## src/core/idl_pkg.sv

```systemverilog
// Notes on behaviour
// RL1: Divide returns low 32 quotient bits, no remainder.
// RL2: Unsigned divide treats both operands unsigned.
// RL3: Divide flag updates depend on record/overflow forms.
// RL4: Logical ops bitwise; immediate zero-extended or shifted.
// RL5: Record bit updates condition field zero.
// RL6: Logical ops leave exception register unchanged.
// RL7: Logical destination is first operand field.
// RL8: AND, AND-complement, NAND with both record forms.
// RL9: AND immediates always record; shifted uses upper half.
// RL10: OR, OR-complement, NOR with both record forms.
// RL11: OR immediates never update condition field zero.
// RL12: XOR, equivalence; XOR immediates never record.
// RL13: Byte sign extension replicates bit 24 upward.
// RL14: Halfword sign extension replicates bit 16 upward.
// RL15: Count zeros from most significant bit.
// RL16: Recorded zero count forces less-than bit low.
// RL17: Compare writes less, greater, equal, summary copy.
// RL18: Compare target field selects condition field.
// RL19: Immediates signed algebraic, unsigned logical.
// RL20: Software codes compare length bit as zero.
// RL21: Algebraic compare signed, immediate sign-extended.
// RL22: Zero divide or overflow sets overflow flags.
package idl_pkg;

    // Data word and bus address
    typedef logic [31:0] idl_word_t;
    typedef logic [7:0] idl_addr_t;

    // Register offsets (byte addresses)
    localparam idl_addr_t OFS_SOURCE = 8'h00;
    localparam idl_addr_t OFS_SECOND = 8'h04;
    localparam idl_addr_t OFS_CONTROL = 8'h08;
    localparam idl_addr_t OFS_RESULT = 8'h0c;
    localparam idl_addr_t OFS_CONDITION = 8'h10;
    localparam idl_addr_t OFS_EXCEPTION = 8'h14;
    localparam idl_addr_t OFS_STATUS = 8'h18;

    // Exception register field positions (bit 0 of doc = bit 31 here)
    localparam int SUMMARY_POS = 31;
    localparam int OVERFLOW_POS = 30;

    // Reset values
    localparam idl_word_t WORD_RESET = 32'h0000_0000;

    // Divider iterations, one quotient bit per clock
    localparam logic [5:0] DIV_STEPS = 6'h20;

    // Operation codes
    typedef enum logic [4:0] {
        OP_DIVW = 5'h00, OP_DIVWU = 5'h01,
        OP_AND = 5'h02, OP_ANDI = 5'h03, OP_ANDIS = 5'h04,
        OP_ANDC = 5'h05, OP_NAND = 5'h06,
        OP_OR = 5'h07, OP_ORI = 5'h08, OP_ORIS = 5'h09,
        OP_ORC = 5'h0a, OP_NOR = 5'h0b,
        OP_XOR = 5'h0c, OP_XORI = 5'h0d, OP_XORIS = 5'h0e,
        OP_EQUIV = 5'h0f,
        OP_EXT_BYTE = 5'h10, OP_EXT_HALF = 5'h11,
        OP_COUNT_ZEROS = 5'h12,
        OP_CMP = 5'h13, OP_CMPI = 5'h14,
        OP_CMPL = 5'h15, OP_CMPLI = 5'h16
    } idl_op_e;

    // Control word carrier, low bits of the control register
    typedef struct packed {
        logic len_bit;
        logic [2:0] target_condition_field;
        logic overflow_enable;
        logic record_bit;
        logic [4:0] op;
    } idl_ctrl_s;

    localparam int CTRL_W = 11;

    // Sequencer states
    typedef enum logic [2:0] {
        ST_IDLE = 3'b001,
        ST_EXEC = 3'b010,
        ST_DIVIDE = 3'b100
    } idl_state_e;

endpackage : idl_pkg

```

## src/core/idl_unit.sv

```systemverilog
// The Wishbone interface to the registers and the register addresses were chosen for this implementation.
`timescale 1ns/10ps
`default_nettype none
module idl_unit (
    input wire logic clk_i,
    input wire logic rst_i,
    input wire logic wb_cyc_i,
    input wire logic wb_stb_i,
    input wire logic wb_we_i,
    input wire idl_pkg::idl_addr_t wb_adr_i,
    input wire logic [3:0] wb_sel_i,
    input wire idl_pkg::idl_word_t wb_dat_i,
    output idl_pkg::idl_word_t wb_dat_o,
    output logic wb_ack_o,
    output logic busy_o
);
    import idl_pkg::*;

    ////////////////////////////////////////////////////////////////////
    // Helper functions
    ////////////////////////////////////////////////////////////////////

    // Byte-lane merge for Wishbone writes
    function automatic idl_word_t lane_merge(input idl_word_t old_v,
                                             input idl_word_t new_v,
                                             input logic [3:0] sel);
        idl_word_t r;
        r = old_v;
        for (int i = 0; i < 4; i++) begin
            if (sel[i]) begin
                r[i*8 +: 8] = new_v[i*8 +: 8];
            end
        end
        return r;
    endfunction : lane_merge

    // Less, greater, equal, summary of a result
    function automatic logic [3:0] result_field(input idl_word_t v,
                                                input logic so);
        return {v[31], ~v[31] & (v != '0), v == '0, so};
    endfunction : result_field

    // Write one field; field 0 is the top nibble
    function automatic idl_word_t field_put(input idl_word_t cond,
                                            input logic [2:0] idx,
                                            input logic [3:0] nib);
        idl_word_t r;
        r = cond;
        r[(7 - idx) * 4 +: 4] = nib;
        return r;
    endfunction : field_put

    // Leading zeros counted from the most significant bit
    function automatic idl_word_t count_zeros(input idl_word_t v);
        idl_word_t n;
        logic hit;
        n = 32'h0000_0020;
        hit = 1'b0;
        for (int i = 31; i >= 0; i--) begin
            if (v[i] && !hit) begin
                n = idl_word_t'(31 - i);
                hit = 1'b1;
            end
        end
        return n;
    endfunction : count_zeros

    ////////////////////////////////////////////////////////////////////
    // Storage
    ////////////////////////////////////////////////////////////////////

    idl_word_t source_word; // Source operand register
    idl_word_t second_word; // Second operand or immediate (low 16)
    idl_ctrl_s cur; // Latched control word
    idl_word_t result_word; // Destination value
    idl_word_t condition_reg; // Eight 4-bit condition fields
    idl_word_t exception_reg; // Fixed-point exception bits
    idl_state_e state; // Sequencer state
    idl_state_e next_state;

    // Divider datapath
    idl_word_t div_quot; // Dividend shifts out, quotient shifts in
    logic [32:0] div_rem; // Partial remainder
    idl_word_t div_mag; // Divisor magnitude
    logic [5:0] div_count; // Steps done
    logic div_negate; // Quotient sign fix
    logic div_bad; // Zero divisor or signed overflow

    // Bus decode
    logic bus_req; // Fresh request this cycle
    logic bus_wr; // Fresh write
    logic ctrl_take; // Control write accepted
    idl_ctrl_s ctrl_new;

    assign bus_req = wb_cyc_i & wb_stb_i & ~wb_ack_o;
    assign bus_wr = bus_req & wb_we_i;
    assign ctrl_new = idl_ctrl_s'(lane_merge(WORD_RESET, wb_dat_i,
                                             wb_sel_i)
                                  [CTRL_W-1:0]);
    // Busy unit drops new operations
    assign ctrl_take = bus_wr & (wb_adr_i == OFS_CONTROL)
                       & (state == ST_IDLE);

    ////////////////////////////////////////////////////////////////////
    // Wishbone slave: one wait state, unmapped reads return zero
    ////////////////////////////////////////////////////////////////////

    // One-cycle ack after each request
    always_ff @(posedge clk_i) begin
        if (rst_i) begin
            wb_ack_o <= 1'b0;
        end else begin
            wb_ack_o <= bus_req;
        end
    end

    // Read data captured with the ack
    always_ff @(posedge clk_i) begin
        if (rst_i) begin
            wb_dat_o <= WORD_RESET;
        end else if (bus_req & ~wb_we_i) begin
            case (wb_adr_i)
                OFS_SOURCE: wb_dat_o <= source_word;
                OFS_SECOND: wb_dat_o <= second_word;
                OFS_CONTROL: wb_dat_o <= {21'h000000, cur};
                OFS_RESULT: wb_dat_o <= result_word;
                OFS_CONDITION: wb_dat_o <= condition_reg;
                OFS_EXCEPTION: wb_dat_o <= exception_reg;
                OFS_STATUS: wb_dat_o <= {31'h00000000, busy_o};
                default: wb_dat_o <= WORD_RESET;
            endcase
        end
    end

    // Operand registers, frozen while busy
    always_ff @(posedge clk_i) begin
        if (rst_i) begin
            source_word <= WORD_RESET;
            second_word <= WORD_RESET;
        end else if (bus_wr && state == ST_IDLE) begin
            if (wb_adr_i == OFS_SOURCE) begin
                source_word <= lane_merge(source_word, wb_dat_i, wb_sel_i);
            end
            if (wb_adr_i == OFS_SECOND) begin
                second_word <= lane_merge(second_word, wb_dat_i, wb_sel_i);
            end
        end
    end

    ////////////////////////////////////////////////////////////////////
    // Sequencer
    ////////////////////////////////////////////////////////////////////

    // Next state
    always_comb begin
        next_state = state;
        case (state)
            ST_IDLE: begin
                if (ctrl_take) begin
                    if (ctrl_new.op == OP_DIVW || ctrl_new.op == OP_DIVWU) begin
                        next_state = ST_DIVIDE;
                    end else begin
                        next_state = ST_EXEC;
                    end
                end
            end
            ST_EXEC: next_state = ST_IDLE;
            ST_DIVIDE: begin
                if (div_count == DIV_STEPS) begin
                    next_state = ST_IDLE;
                end
            end
            default: next_state = ST_IDLE;
        endcase
    end

    // State, control latch and busy flag
    always_ff @(posedge clk_i) begin
        if (rst_i) begin
            state <= ST_IDLE;
            cur <= '0;
            busy_o <= 1'b0;
        end else begin
            state <= next_state;
            busy_o <= (next_state != ST_IDLE);
            if (ctrl_take) begin
                cur <= ctrl_new;
            end
        end
    end

    ////////////////////////////////////////////////////////////////////
    // Single-cycle operations
    ////////////////////////////////////////////////////////////////////

    idl_word_t imm_zero; // Zero-extended immediate
    idl_word_t imm_high; // Immediate in upper half
    idl_word_t imm_sign; // Sign-extended immediate
    idl_word_t next_result;
    logic write_dest; // Operation writes the destination
    logic record_upd; // Condition field zero is updated
    logic is_cmp; // Compare writes a selected field
    logic [3:0] cmp_nib;
    logic force_less_low; // Zero count clears the less bit

    assign imm_zero = {16'h0000, second_word[15:0]}; // RL4
    assign imm_high = {second_word[15:0], 16'h0000}; // RL4
    assign imm_sign = {{16{second_word[15]}}, second_word[15:0]};

    // Operation decode; destination is the first operand field
    always_comb begin
        next_result = WORD_RESET;
        write_dest = 1'b1; // RL7
        record_upd = cur.record_bit; // RL5
        is_cmp = 1'b0;
        cmp_nib = 4'h0;
        force_less_low = 1'b0;
        case (idl_op_e'(cur.op))
            OP_AND: next_result = source_word & second_word; // RL8
            OP_ANDC: next_result = source_word & ~second_word; // RL8
            OP_NAND: next_result = ~(source_word & second_word); // RL8
            OP_ANDI: begin
                next_result = source_word & imm_zero;
                record_upd = 1'b1; // RL9
            end
            OP_ANDIS: begin
                next_result = source_word & imm_high;
                record_upd = 1'b1; // RL9
            end
            OP_OR: next_result = source_word | second_word; // RL10
            OP_ORC: next_result = source_word | ~second_word; // RL10
            OP_NOR: next_result = ~(source_word | second_word); // RL10
            OP_ORI: begin
                next_result = source_word | imm_zero;
                record_upd = 1'b0; // RL11
            end
            OP_ORIS: begin
                next_result = source_word | imm_high;
                record_upd = 1'b0; // RL11
            end
            OP_XOR: next_result = source_word ^ second_word; // RL12
            OP_EQUIV: next_result = ~(source_word ^ second_word); // RL12
            OP_XORI: begin
                next_result = source_word ^ imm_zero;
                record_upd = 1'b0; // RL12
            end
            OP_XORIS: begin
                next_result = source_word ^ imm_high;
                record_upd = 1'b0; // RL12
            end
            OP_EXT_BYTE: begin
                next_result = {{24{source_word[7]}}, source_word[7:0]}; // RL13
            end
            OP_EXT_HALF: begin
                next_result = {{16{source_word[15]}},
                               source_word[15:0]}; // RL14
            end
            OP_COUNT_ZEROS: begin
                next_result = count_zeros(source_word); // RL15
                force_less_low = 1'b1; // RL16
            end
            OP_CMP: begin
                // Length bit ignored
                write_dest = 1'b0;
                record_upd = 1'b0;
                is_cmp = 1'b1;
                cmp_nib = {$signed(source_word) < $signed(second_word),
                           $signed(source_word) > $signed(second_word),
                           source_word == second_word,
                           exception_reg[SUMMARY_POS]}; // RL21
            end
            OP_CMPI: begin
                write_dest = 1'b0;
                record_upd = 1'b0;
                is_cmp = 1'b1;
                cmp_nib = {$signed(source_word) < $signed(imm_sign),
                           $signed(source_word) > $signed(imm_sign),
                           source_word == imm_sign,
                           exception_reg[SUMMARY_POS]}; // RL19
            end
            OP_CMPL: begin
                write_dest = 1'b0;
                record_upd = 1'b0;
                is_cmp = 1'b1;
                cmp_nib = {source_word < second_word,
                           source_word > second_word,
                           source_word == second_word,
                           exception_reg[SUMMARY_POS]}; // RL17
            end
            OP_CMPLI: begin
                write_dest = 1'b0;
                record_upd = 1'b0;
                is_cmp = 1'b1;
                cmp_nib = {source_word < imm_zero,
                           source_word > imm_zero,
                           source_word == imm_zero,
                           exception_reg[SUMMARY_POS]}; // RL19
            end
            default: begin
                // Divides and unknown codes: no-op here
                write_dest = 1'b0;
                record_upd = 1'b0;
            end
        endcase
    end

    ////////////////////////////////////////////////////////////////////
    // Divider: restoring, one bit per clock, magnitudes then sign fix
    ////////////////////////////////////////////////////////////////////

    logic div_signed; // Signed variant selected
    logic [32:0] rem_shift; // Remainder after shift-in
    logic [32:0] rem_diff; // Trial subtraction
    idl_word_t div_final; // Quotient after sign fix
    logic div_done; // Last step reached
    logic next_summary; // Summary bit after this divide

    assign div_signed = (ctrl_new.op == OP_DIVWU) ? 1'b0 : 1'b1; // RL2
    assign rem_shift = {div_rem[31:0], div_quot[31]};
    assign rem_diff = rem_shift - {1'b0, div_mag};
    assign div_done = (state == ST_DIVIDE) && (div_count == DIV_STEPS);
    // Low word only, no remainder
    assign div_final = div_negate ? idl_word_t'(-div_quot)
                                  : div_quot; // RL1
    assign next_summary = exception_reg[SUMMARY_POS]
                          | (cur.overflow_enable & div_bad); // RL22

    // Load on start, then iterate
    always_ff @(posedge clk_i) begin
        if (rst_i) begin
            div_quot <= WORD_RESET;
            div_rem <= 33'h000000000;
            div_mag <= WORD_RESET;
            div_count <= 6'h00;
            div_negate <= 1'b0;
            div_bad <= 1'b0;
        end else if (ctrl_take) begin
            div_rem <= 33'h000000000;
            div_count <= 6'h00;
            // Magnitudes for signed forms
            div_quot <= (div_signed & source_word[31])
                        ? idl_word_t'(-source_word) : source_word;
            div_mag <= (div_signed & second_word[31])
                       ? idl_word_t'(-second_word) : second_word;
            div_negate <= div_signed & (source_word[31] ^ second_word[31]);
            // Quotient undefined; flags only
            div_bad <= (second_word == WORD_RESET)
                       | (div_signed & (source_word == 32'h8000_0000)
                          & (second_word == 32'hffff_ffff)); // RL22
        end else if (state == ST_DIVIDE && !div_done) begin
            div_count <= div_count + 6'h01;
            if (!rem_diff[32]) begin
                div_rem <= rem_diff;
                div_quot <= {div_quot[30:0], 1'b1};
            end else begin
                div_rem <= rem_shift;
                div_quot <= {div_quot[30:0], 1'b0};
            end
        end
    end

    ////////////////////////////////////////////////////////////////////
    // Architectural results
    ////////////////////////////////////////////////////////////////////

    // Destination register
    always_ff @(posedge clk_i) begin
        if (rst_i) begin
            result_word <= WORD_RESET;
        end else if (state == ST_EXEC && write_dest) begin
            result_word <= next_result; // RL7
        end else if (div_done) begin
            result_word <= div_final; // RL1
        end
    end

    // Condition register; hardware beats bus write
    always_ff @(posedge clk_i) begin
        if (rst_i) begin
            condition_reg <= WORD_RESET;
        end else if (state == ST_EXEC && is_cmp) begin
            condition_reg <= field_put(condition_reg,
                                       cur.target_condition_field,
                                       cmp_nib); // RL18
        end else if (state == ST_EXEC && record_upd) begin
            condition_reg <= field_put(condition_reg, 3'h0,
                                       result_field(next_result,
                                                    exception_reg[SUMMARY_POS])
                                       & {~force_less_low, 3'h7}); // RL16
        end else if (div_done && cur.record_bit) begin
            condition_reg <= field_put(condition_reg, 3'h0,
                                       result_field(div_final,
                                                    next_summary)); // RL3
        end else if (bus_wr && wb_adr_i == OFS_CONDITION) begin
            condition_reg <= lane_merge(condition_reg, wb_dat_i, wb_sel_i);
        end
    end

    // Exception register: logical ops never touch it
    always_ff @(posedge clk_i) begin
        if (rst_i) begin
            exception_reg <= WORD_RESET;
        end else if (div_done && cur.overflow_enable) begin
            // Sticky summary; set beats a same-cycle clear
            exception_reg <= lane_merge(exception_reg, wb_dat_i,
                                        (bus_wr && wb_adr_i == OFS_EXCEPTION)
                                        ? wb_sel_i : 4'h0);
            exception_reg[OVERFLOW_POS] <= div_bad; // RL3
            exception_reg[SUMMARY_POS] <= next_summary
                | ((bus_wr && wb_adr_i == OFS_EXCEPTION && wb_sel_i[3])
                   ? wb_dat_i[SUMMARY_POS] : 1'b0); // RL22
        end else if (bus_wr && wb_adr_i == OFS_EXCEPTION) begin
            exception_reg <= lane_merge(exception_reg, wb_dat_i,
                                        wb_sel_i); // RL6
        end
    end

endmodule : idl_unit
`default_nettype wire

```

## config.mk

```make
export PLATFORM = sky130hd
export DESIGN_NAME = idl_unit
export DESIGN_NICKNAME = d
export VERILOG_FILES = /design/src/core/idl_pkg.sv /design/src/core/idl_unit.sv
export SDC_FILE = /design/constraint.sdc
export NUM_CORES = 1
export LEC_CHECK = 0
export BUFFER_PORTS_ARGS = -buffer_cell sky130_fd_sc_hd__buf_2
export CELL_PAD_IN_SITES_DETAIL_PLACEMENT = 1
export CELL_PAD_IN_SITES_GLOBAL_PLACEMENT = 2
export CORE_UTILIZATION = 41
export DETAILED_ROUTE_END_ITERATION = 16
export PLACE_DENSITY = 0.95
export SETUP_SLACK_MARGIN = 0.2
export SYNTH_ARGS = -nofsm -noshare
export SYNTH_HDL_FRONTEND = slang
export SYNTH_SLANG_ARGS = --single-unit
```

## constraint.sdc

```tcl
create_clock -name clk_i -period 8.9 [get_ports clk_i]
set_clock_uncertainty 0.2 [all_clocks]
set_input_delay 1.335 -clock clk_i [delete_from_list [all_inputs] [get_ports clk_i]]
set_output_delay 1.335 -clock clk_i [all_outputs]
set_load 0.005 [all_outputs]
```

Word-level counts from Yosys, hierarchy flattened
Cells that the tools add are included.

word-level totals
  logic and storage cells = 387
  flip-flop bits (word level) = 312

cells by class
  order comparisons = 8
  reductions and logical operators = 119
  muxes and demuxes = 134
  add/sub/neg operators = 7
  equal/unequal tests = 44
  shift-type cells = 2
  bitwise gates (word level) = 39

operators with widths
  kind                       number
  $mux W32                   45
  $pmux W32 S17              1
  $pmux W32 S7               1
  $not A32 Y32               4
  $and A32 B32 Y32           3
  $logic_not A32 Y1          3
  $neg A32 Y32               3
  $or A32 B32 Y32            3
  $mux W1                    68
  $eq A32 B32 Y1             2
  $eq A32 B32 Y1 const B     2
  $gt A32 B16 Y1             2
  $gt A32 B32 Y1             2
  $lt A32 B16 Y1             2
  $lt A32 B32 Y1             2
  $mux W8                    8
  $reduce_bool A32 Y1        2
  $xor A32 B32 Y32           2
  $logic_and A1 B1 Y1        42
  $eq A5 B4 Y1 const B       8
  $reduce_and A3 Y1          12
  $eq A5 B5 Y1 const B       7
  $neg A32 Y34               1
  $shift A4 B34 Y32 const A  1
  other kinds (45)           127

Depth between registers and ports, before layout
Gate-level depths: netlist of run 1.

  depth after elaboration = 131
  gate-level depth with buffers = 14

Worst setup path after synthesis of run 1
Ideal clock, no wire load.

  kind = register to register
  start = reg second_word[15]
  end = reg condition_reg[14]
  path buffers = 0
  required time = 8.614 ns
  stages on the path, launching flop included = 12
  data arrival time = 3.574 ns
  slack = 5.040 ns
  cells stage by stage = dfxtp_1 -> inv_1 -> ha_1 -> or4_1 -> nor4b_1 -> o221a_2 -> nor3_1 -> o2111ai_1 -> mux2_2 -> a211oi_1 -> a22oi_1 -> a211oi_1

on the way
  longest elaborated chain between the ends = 5
  elaborated cells between the ends (all ways) = 15
  classes of those cells = order compare (8); eq/ne (3); shift (1); mux (3)

ends and longest elaborated chain
  item                                    RTL line         text
  start, declared                         idl_unit.sv:73   idl_word_t second_word;
  start signal, assigned                  idl_unit.sv:145  second_word <= lane_merge(second_word, wb_dat_i, wb_sel_i);
  $gt A32 B16 Y1 (tied with other cells)  idl_unit.sv:295  source_word > imm_zero,
  $pmux W4 S4 (*)                         idl_unit.sv:218  case (idl_op_e'(cur.op))
  $shiftx A4 B34 Y32 (*)                  idl_unit.sv:49   r[(7 - idx) * 4 +: 4] = nib;
  $bwmux W32 (*)                          idl_unit.sv:49
  $mux W32 (*)                            idl_unit.sv:381  end else if (state == ST_EXEC && is_cmp) begin
  end signal, assigned                    idl_unit.sv:382  condition_reg <= field_put(condition_reg,
  end signal, assigned                    idl_unit.sv:386  condition_reg <= field_put(condition_reg, 3'h0,
  end signal, assigned                    idl_unit.sv:391  condition_reg <= field_put(condition_reg, 3'h0,
  end, declared                           idl_unit.sv:76   idl_word_t condition_reg;

Mark *: on every way between the ends. The rest lies on a longest branch, timed or not.
A chain may end at the register's enable or synchronous reset.

Worst setup path after layout of run 1
  start = reg second_word[15]
  end = reg condition_reg[22]

The elaborated chain is that of the path after synthesis.

==> run_results.csv, run 1 <==
group,metric,value,unit
cts,clock_path_buffers,3,
timing,final.min_clock_period,5.339,ns
power,p_leak,10.21,nW
power,finalPower,3.210,mW
final_layout,fillCellCount,7054,
final_layout,area_growth,10.25,%
routing,drt_pre_antenna_iters,6,
power,peakVddDrop,149.8,uV
synthesis,ys_warn_count,0,
timing,maxSlewHeadroom,0.1811,
final_layout,final_nets,3412,
floorplan,initial_core_util,0.4186,
cts,htree_levels,2,
cts,root_buffer,"clkbuf_16",
synthesis,synthCells,3193,
synthesis,synth_area,0.02433,sq mm
critical_path,arrival,5.64,ns
cts,post_cts_resized,0,
critical_path,worst_path_most_repeated_cell,"a211oi_1",
critical_path,cp_top_family,"compound AO/OA/AOI/OAI gates",
floorplan,die-width,245.6,um
grt,grt_pass1_wl,186900,um
grt,grt_use_total,0.4237,
critical_path,reg2reg_depth,11,
critical_path,path_class,"flip-flop to flip-flop",
critical_path,worstPathMaxFanout,22,
synthesis,syn_area_per_cell,7.621,sq um
timing,max_freq,0.1873,GHz
critical_path,cp_slowest_cell,"inv_1",
final_layout,post-route-util,0.4615,
cts,clock_latency,0.61,ns
power,pwr_density_cell,119.7,mW/mm^2
min_path,hold_depth,2,
floorplan,die_area,0.06033,sq mm
place,dp_hpwl,97160,um
place,place.gp.congestion,1.081,
timing,worst_pin_slew,1.217,ns
run,drv_cap,0,
routing,antenna_left,0,
floorplan,core_area,0.05814,sq mm
grt,grt_max_degree,110,
place,dp_cells,3870,
timing,finalSetupTns,0,ns
critical_path,critical_path_depth,11,
floorplan,die_height,245.6,um
synthesis,synth_flop_cell,"dfxtp_1",
synthesis,yosysSeqAreaShare,0.2567,
timing,drv_slew,0,
synthesis,synthArstFlopShare,0,
critical_path,cp_slowest_stage_delay,0.79,ns
timing,rsz0062_at_grt,"no",
synthesis,yosysMostFrequentCell,"nand2_1",
synthesis,yosysTopAreaCellShare,0.2567,
cts,cts_setup_buffers,0,
critical_path,end_kind,"flip-flop",
timing,setup_violations,0,
synthesis,synth.ff_latch_count,312,
cts,holdBufCountCts,0,
timing,final_hold_viol_count,0,
final_layout,multi_input_area,0.01669,sq mm
grt,overflow,0,
synthesis,synth_common_cells,"376 x nand2_1, 312 x dfxtp_1, 266 x nor2_1",
place,io_buffers,82,
cts,cts_tree,"yes",
critical_path,worst_ep_required_time,9.20,ns
floorplan,rows,88,
routing,vias_per_cell,6.872,
synthesis,netlist.top_cell.by_area,"dfxtp_1",
synthesis,synthesis.nets,3459,
synthesis,synth_cell_types,83,
synthesis,ys_top_cells_by_area,"dfxtp_1 26%, ha_1 11%, nand2_1 5.8%",
final_layout,regArea,0.006250,sq mm
outcome,status,"complete, no violations",
routing,remaining_drc_errors,0,
critical_path,path_cells,"inv_1 > ha_1 > or4_1 > nor4b_1 > o221a_2 > nor3_1 > o2111ai_1 > mux2_2 > a211oi_1 > a22oi_1 > a211oi_1",
floorplan,ioPinCount,83,
cts,path_clk_slew,0.06,ns
cts,clock-sinks,312,
critical_path,worst-path-buf-inv,1,
synthesis,synth_edf_count,0,
routing,via_count,27090,
final_layout,stdcell_count,3942,
final_layout,drive_gt1_frac,0.09953,
min_path,min_path_type,"flip-flop to flip-flop",
routing,drt_iter0_drc,3242,
routing,routedWlPerCell,33.14,um
grt,antenna_found_initial,4,
routing,routed_wl,130600,um
cts,numCtsBuffers,39,
critical_path,crit_path_start_kind,"flip-flop",
grt,first_global_vias,26650,
timing,fin_crit_sh,0.5998,
-- stage by stage --
stage | cell area, sq um | hold WS [ns] | worst slack [ns]
after floorplan | 24330 | 0.2315 | 5.040
after global placement | 25480 | 0.2376 | 3.829
after detailed placement | 25480 | 0.2450 | 3.707
after CTS | 26820 | 0.2524 | 3.664
after global routing | 26820 | 0.2743 | 3.460
final | 26830 | 0.2523 | 3.562
-- where the power goes --
group          internal (mW)  switching [mW]
sequential              1.40        0.000391
combinational         0.0223          0.0830
clock                  0.968           0.741
total                   2.39           0.824
-- placed cells by master (no fill, tap or decap), types with 15 or more instances in the layout --
cell type  Yosys  final
a211oi_1      66     65
a21oi_1      241    241
a221o_1       36     36
a221oi_1      28     27
a222oi_1      25     25
a22oi_1       66     66
a31oi_1       22     21
and2_1        25     25
and3_1        27     26
buf_2         23     81
buf_4          1     91
clkbuf_16      0     39
dfxtp_1      312    309
ha_1         216    216
inv_1        128    128
mux2_2        16     16
mux2i_1       78     78
nand2_1      376    376
nand2b_1      28     28
nand3_1      122    121
nand3b_1      17     17
nand4_1       41     41
nor2_1       266    262
nor2b_1       23     22
nor3_1        57     54
nor3b_1       17     17
nor4_1        43     41
o2111ai_1     15     15
o21ai_0      154    153
o31ai_1       29     29
or2_2         15     15
or3_1         27     27
or4_1         21     21
xnor2_1       90     90
xor2_1        37     37
-- path summary, 6_finish.rpt --
check | to | startpoint | slack [ns]
max | condition_reg[22]$_SDFFE_PP0P_ | second_word[15]$_SDFFE_PP0P_ | 3.56
min | div_mag[18]$_SDFFE_PP0P_ | div_mag[18]$_SDFFE_PP0P_ | 0.25
max reg2reg | condition_reg[22]$_SDFFE_PP0P_ | second_word[15]$_SDFFE_PP0P_ | 3.56
min reg2reg | div_mag[18]$_SDFFE_PP0P_ | div_mag[18]$_SDFFE_PP0P_ | 0.25
-- area by class of cell --
class / count / share of cell area
Tap cell: 765 / 0.03568
Multi-Input combinational cell: 2491 / 0.6221
Inverter: 129 / 0.01805
Sequential cell: 312 / 0.2330
Clock inverter: 16 / 0.009188
Antenna cell: 2 / 0.0001866
Timing Repair Buffer: 173 / 0.04109
Clock buffer: 54 / 0.04072
-- worst register-to-register path: stages (launching register included) --
cell	delay [ns]
dfxtp_1	0.41
inv_1	0.79
ha_1	0.45
or4_1	0.59
nor4b_1	0.45
o221a_2	0.39
nor3_1	0.12
o2111ai_1	0.36
mux2_2	0.43
a211oi_1	0.58
a22oi_1	0.17
a211oi_1	0.31
-- cell families after synthesis --
logic type	Yosys count	synth area share
and+or+nand+nor	1161	0.2325
buffers and inverters	390	0.06222
DFF	312	0.2567
adders and majority gates	217	0.1119
muxes	94	0.03949
xor gates and xnor gates	127	0.04571
AOI/OAI and AO/OA	892	0.2515
-- layer usage --
layer | up-vias | GRT usage | share of wire
met2 | 1582 | 0.6364 | 0.43
met5 | - | 0 | 0.00017
met1 | 13450 | 0.5482 | 0.40
met3 | 467 | 0.09244 | 0.10
met4 | 4 | 0.2658 | 0.071
li1 | 11590 | - | -
No activity file was read; power rests on OpenSTA's default activity.
==> run 2: changes to the inputs <==
Settings changed: CORE_UTILIZATION 41 to 38, PLACE_DENSITY 0.95 to 0.91.
Clock period 8.9 ns to 5.1 ns, I/O delays scaled along.
==> run 2 against run 1 <==
Effect of this change: clock-buffer cell count up 4; die area is 7.8% higher; via count increased by 1.6%; sequential power up 74%; hold slack got worse by 0.0055 ns; fmax rose by 7.9%; final cell count is 3.9% higher; critical path type unchanged; largest power group unchanged; highest routed layer unchanged.
==> run_results.csv, run 2 (synthesis gave the netlist of run 1 again) <==
group,metric,value,unit
critical_path,cp_slowest_stage_delay,0.84,ns
timing,setup_violations,0,
place,io_buffers,82,
critical_path,arrival,5.20,ns
routing,vias_per_cell,6.718,
cts,root_buffer,"clkbuf_16",
power,p_leak,10.59,nW
routing,antenna_left,0,
grt,overflow,0,
grt,antenna_found_initial,11,
place,place.gp.congestion,1.129,
timing,final_hold_viol_count,0,
cts,cts_tree,"yes",
critical_path,worst_ep_required_time,5.35,ns
critical_path,worstPathMaxFanout,33,
floorplan,rows,92,
floorplan,die_height,255.1,um
final_layout,drive_gt1_frac,0.1201,
timing,max_freq,0.2021,GHz
cts,holdBufCountCts,0,
floorplan,initial_core_util,0.3850,
place,dp_hpwl,97900,um
critical_path,cp_slowest_cell,"dfxtp_2",
routing,via_count,27510,
critical_path,end_kind,"flip-flop",
critical_path,crit_path_start_kind,"flip-flop",
cts,cts_setup_buffers,0,
cts,clock-sinks,312,
cts,path_clk_slew,0.06,ns
timing,maxSlewHeadroom,0.1017,
final_layout,final_cell_mix,"376 x nand2_1, 309 x dfxtp_1, 263 x nor2_1, 241 x a21oi_1, 216 x ha_1",
grt,first_global_vias,26910,
critical_path,path_cells,"nand3b_1 > nor3_1 > a2111oi_0 > o211a_1 > or4b_1 > nor4_1 > buf_4 > nand4_1 > a211oi_1 > o41ai_1",
run,drv_cap,0,
final_layout,final_nets,3479,
grt,grt_pass1_wl,188200,um
timing,fin_crit_sh,0.9702,
cts,clock_path_buffers,3,
routing,drt_pre_antenna_iters,6,
timing,final.min_clock_period,4.948,ns
grt,grt_use_total,0.3974,
floorplan,core_area,0.06320,sq mm
routing,remaining_drc_errors,0,
critical_path,path_class,"flip-flop to flip-flop",
place,dp_slack,0.3777,ns
final_layout,multi_input_area,0.01669,sq mm
outcome,status,"complete, no violations",
final_layout,fillCellCount,7717,
grt,gr-usage-met2,0.5880,
final_layout,area_growth,13.10,%
min_path,min_path_type,"primary input to flip-flop",
grt,grt_max_degree,202,
cts,htree_levels,2,
final_layout,regArea,0.006250,sq mm
power,pwr_density_cell,207.1,mW/mm^2
timing,worst_slack,0.1518,ns
floorplan,die-width,255.1,um
floorplan,die_area,0.06505,sq mm
power,peakVddDrop,218.1,uV
timing,drv_slew,0,
grt,globalRouteMet3Util,0.1146,
routing,drt_iter0_drc,3644,
final_layout,layout_commonest_cell,"nand2_1",
floorplan,ioPinCount,83,
critical_path,cp_top_family,"simple AND/OR/NAND/NOR gates",
timing,worst_pin_slew,1.347,ns
cts,clock_latency,0.61,ns
cts,post_cts_resized,0,
grt,use_met1,0.4996,
cts,numCtsBuffers,41,
timing,finalSetupTns,0,ns
grt,grt_busiest_layer,"met2",
routing,routedWlPerCell,31.98,um
critical_path,worst-path-buf-inv,1,
timing,rsz0062_at_grt,"no",
routing,routed_wl,130900,um
-- run 2: cell count changes in the layout (fill, tap and decap cells not counted), moves of 3 or more --
cell,delta
buf_4,+62
clkbuf_8,+5
clkinv_2,+6
clkbuf_1,-3
buf_12,+3
-- run 2: worst paths after layout --
| path | from | end | slack [ns] | cells after the start |
|---|---|---|---|---|
| hold reg to reg | exception_reg[5]$_SDFFE_PP0P_ | exception_reg[5]$_SDFFE_PP0P_ | 0.26 | 2 |
| setup reg to reg | cur[3]$_SDFFE_PP0P_ | condition_reg[30]$_SDFFE_PP0P_ | 0.15 | 10 |
| hold / removal | wb_dat_i[23] | exception_reg[23]$_SDFFE_PP0P_ | 0.25 | 3 |
| setup / recovery | cur[3]$_SDFFE_PP0P_ | condition_reg[30]$_SDFFE_PP0P_ | 0.15 | 10 |
-- run 2: layer usage --
layer / part of all wire / wire, um / up-vias
met4: 0.077 / 10110 / 20
met2: 0.42 / 54420 / 1674
li1: - / - / 11720
met5: 0.00086 / 113 / -
met1: 0.39 / 51630 / 13570
met3: 0.11 / 14660 / 529
-- run 2: worst min-delay path, delay by kind of cell --
family / cells / cell delay [ns]
simple gates: 1 / 0.06
compound gates: 1 / 0.06
buf+inv: 1 / 0.13
-- run 2: stage by stage --
step | instances | hold WS (ns) | power (mW) | util | instance area (sq um)
floorplan | 3193 | 0.2315 | 2.577 | - | 24330
global placement | 4016 | 0.2394 | 2.664 | 0.4131 | 26110
detailed placement | 4016 | 0.2494 | 2.668 | 0.4131 | 26110
CTS | 4092 | 0.2352 | 5.691 | 0.4354 | 27510
global route | 4092 | 0.2520 | 5.807 | 0.4354 | 27510
finish | 4095 | 0.2468 | 5.700 | 0.4355 | 27520
-- run 2: final cells by class --
type,instances,area share
clock buffers,58,0.04360
well taps,846,0.03846
flip-flops and latches,312,0.2271
diodes,3,0.0002728
repair buffers,238,0.05915
multi-input cells,2491,0.6064
clock inverters,18,0.007456
inverters,129,0.01759
-- run 2: power breakdown --
group | internal (mW) | leakage (nW) | total, mW | switching (mW)
Sequential | 2.44 | 2.51 | 2.44 | 0.000651
Clock | 1.76 | 0.696 | 3.08 | 1.31
Combinational | 0.0399 | 7.38 | 0.185 | 0.145
Total | 4.24 | 10.6 | 5.70 | 1.46
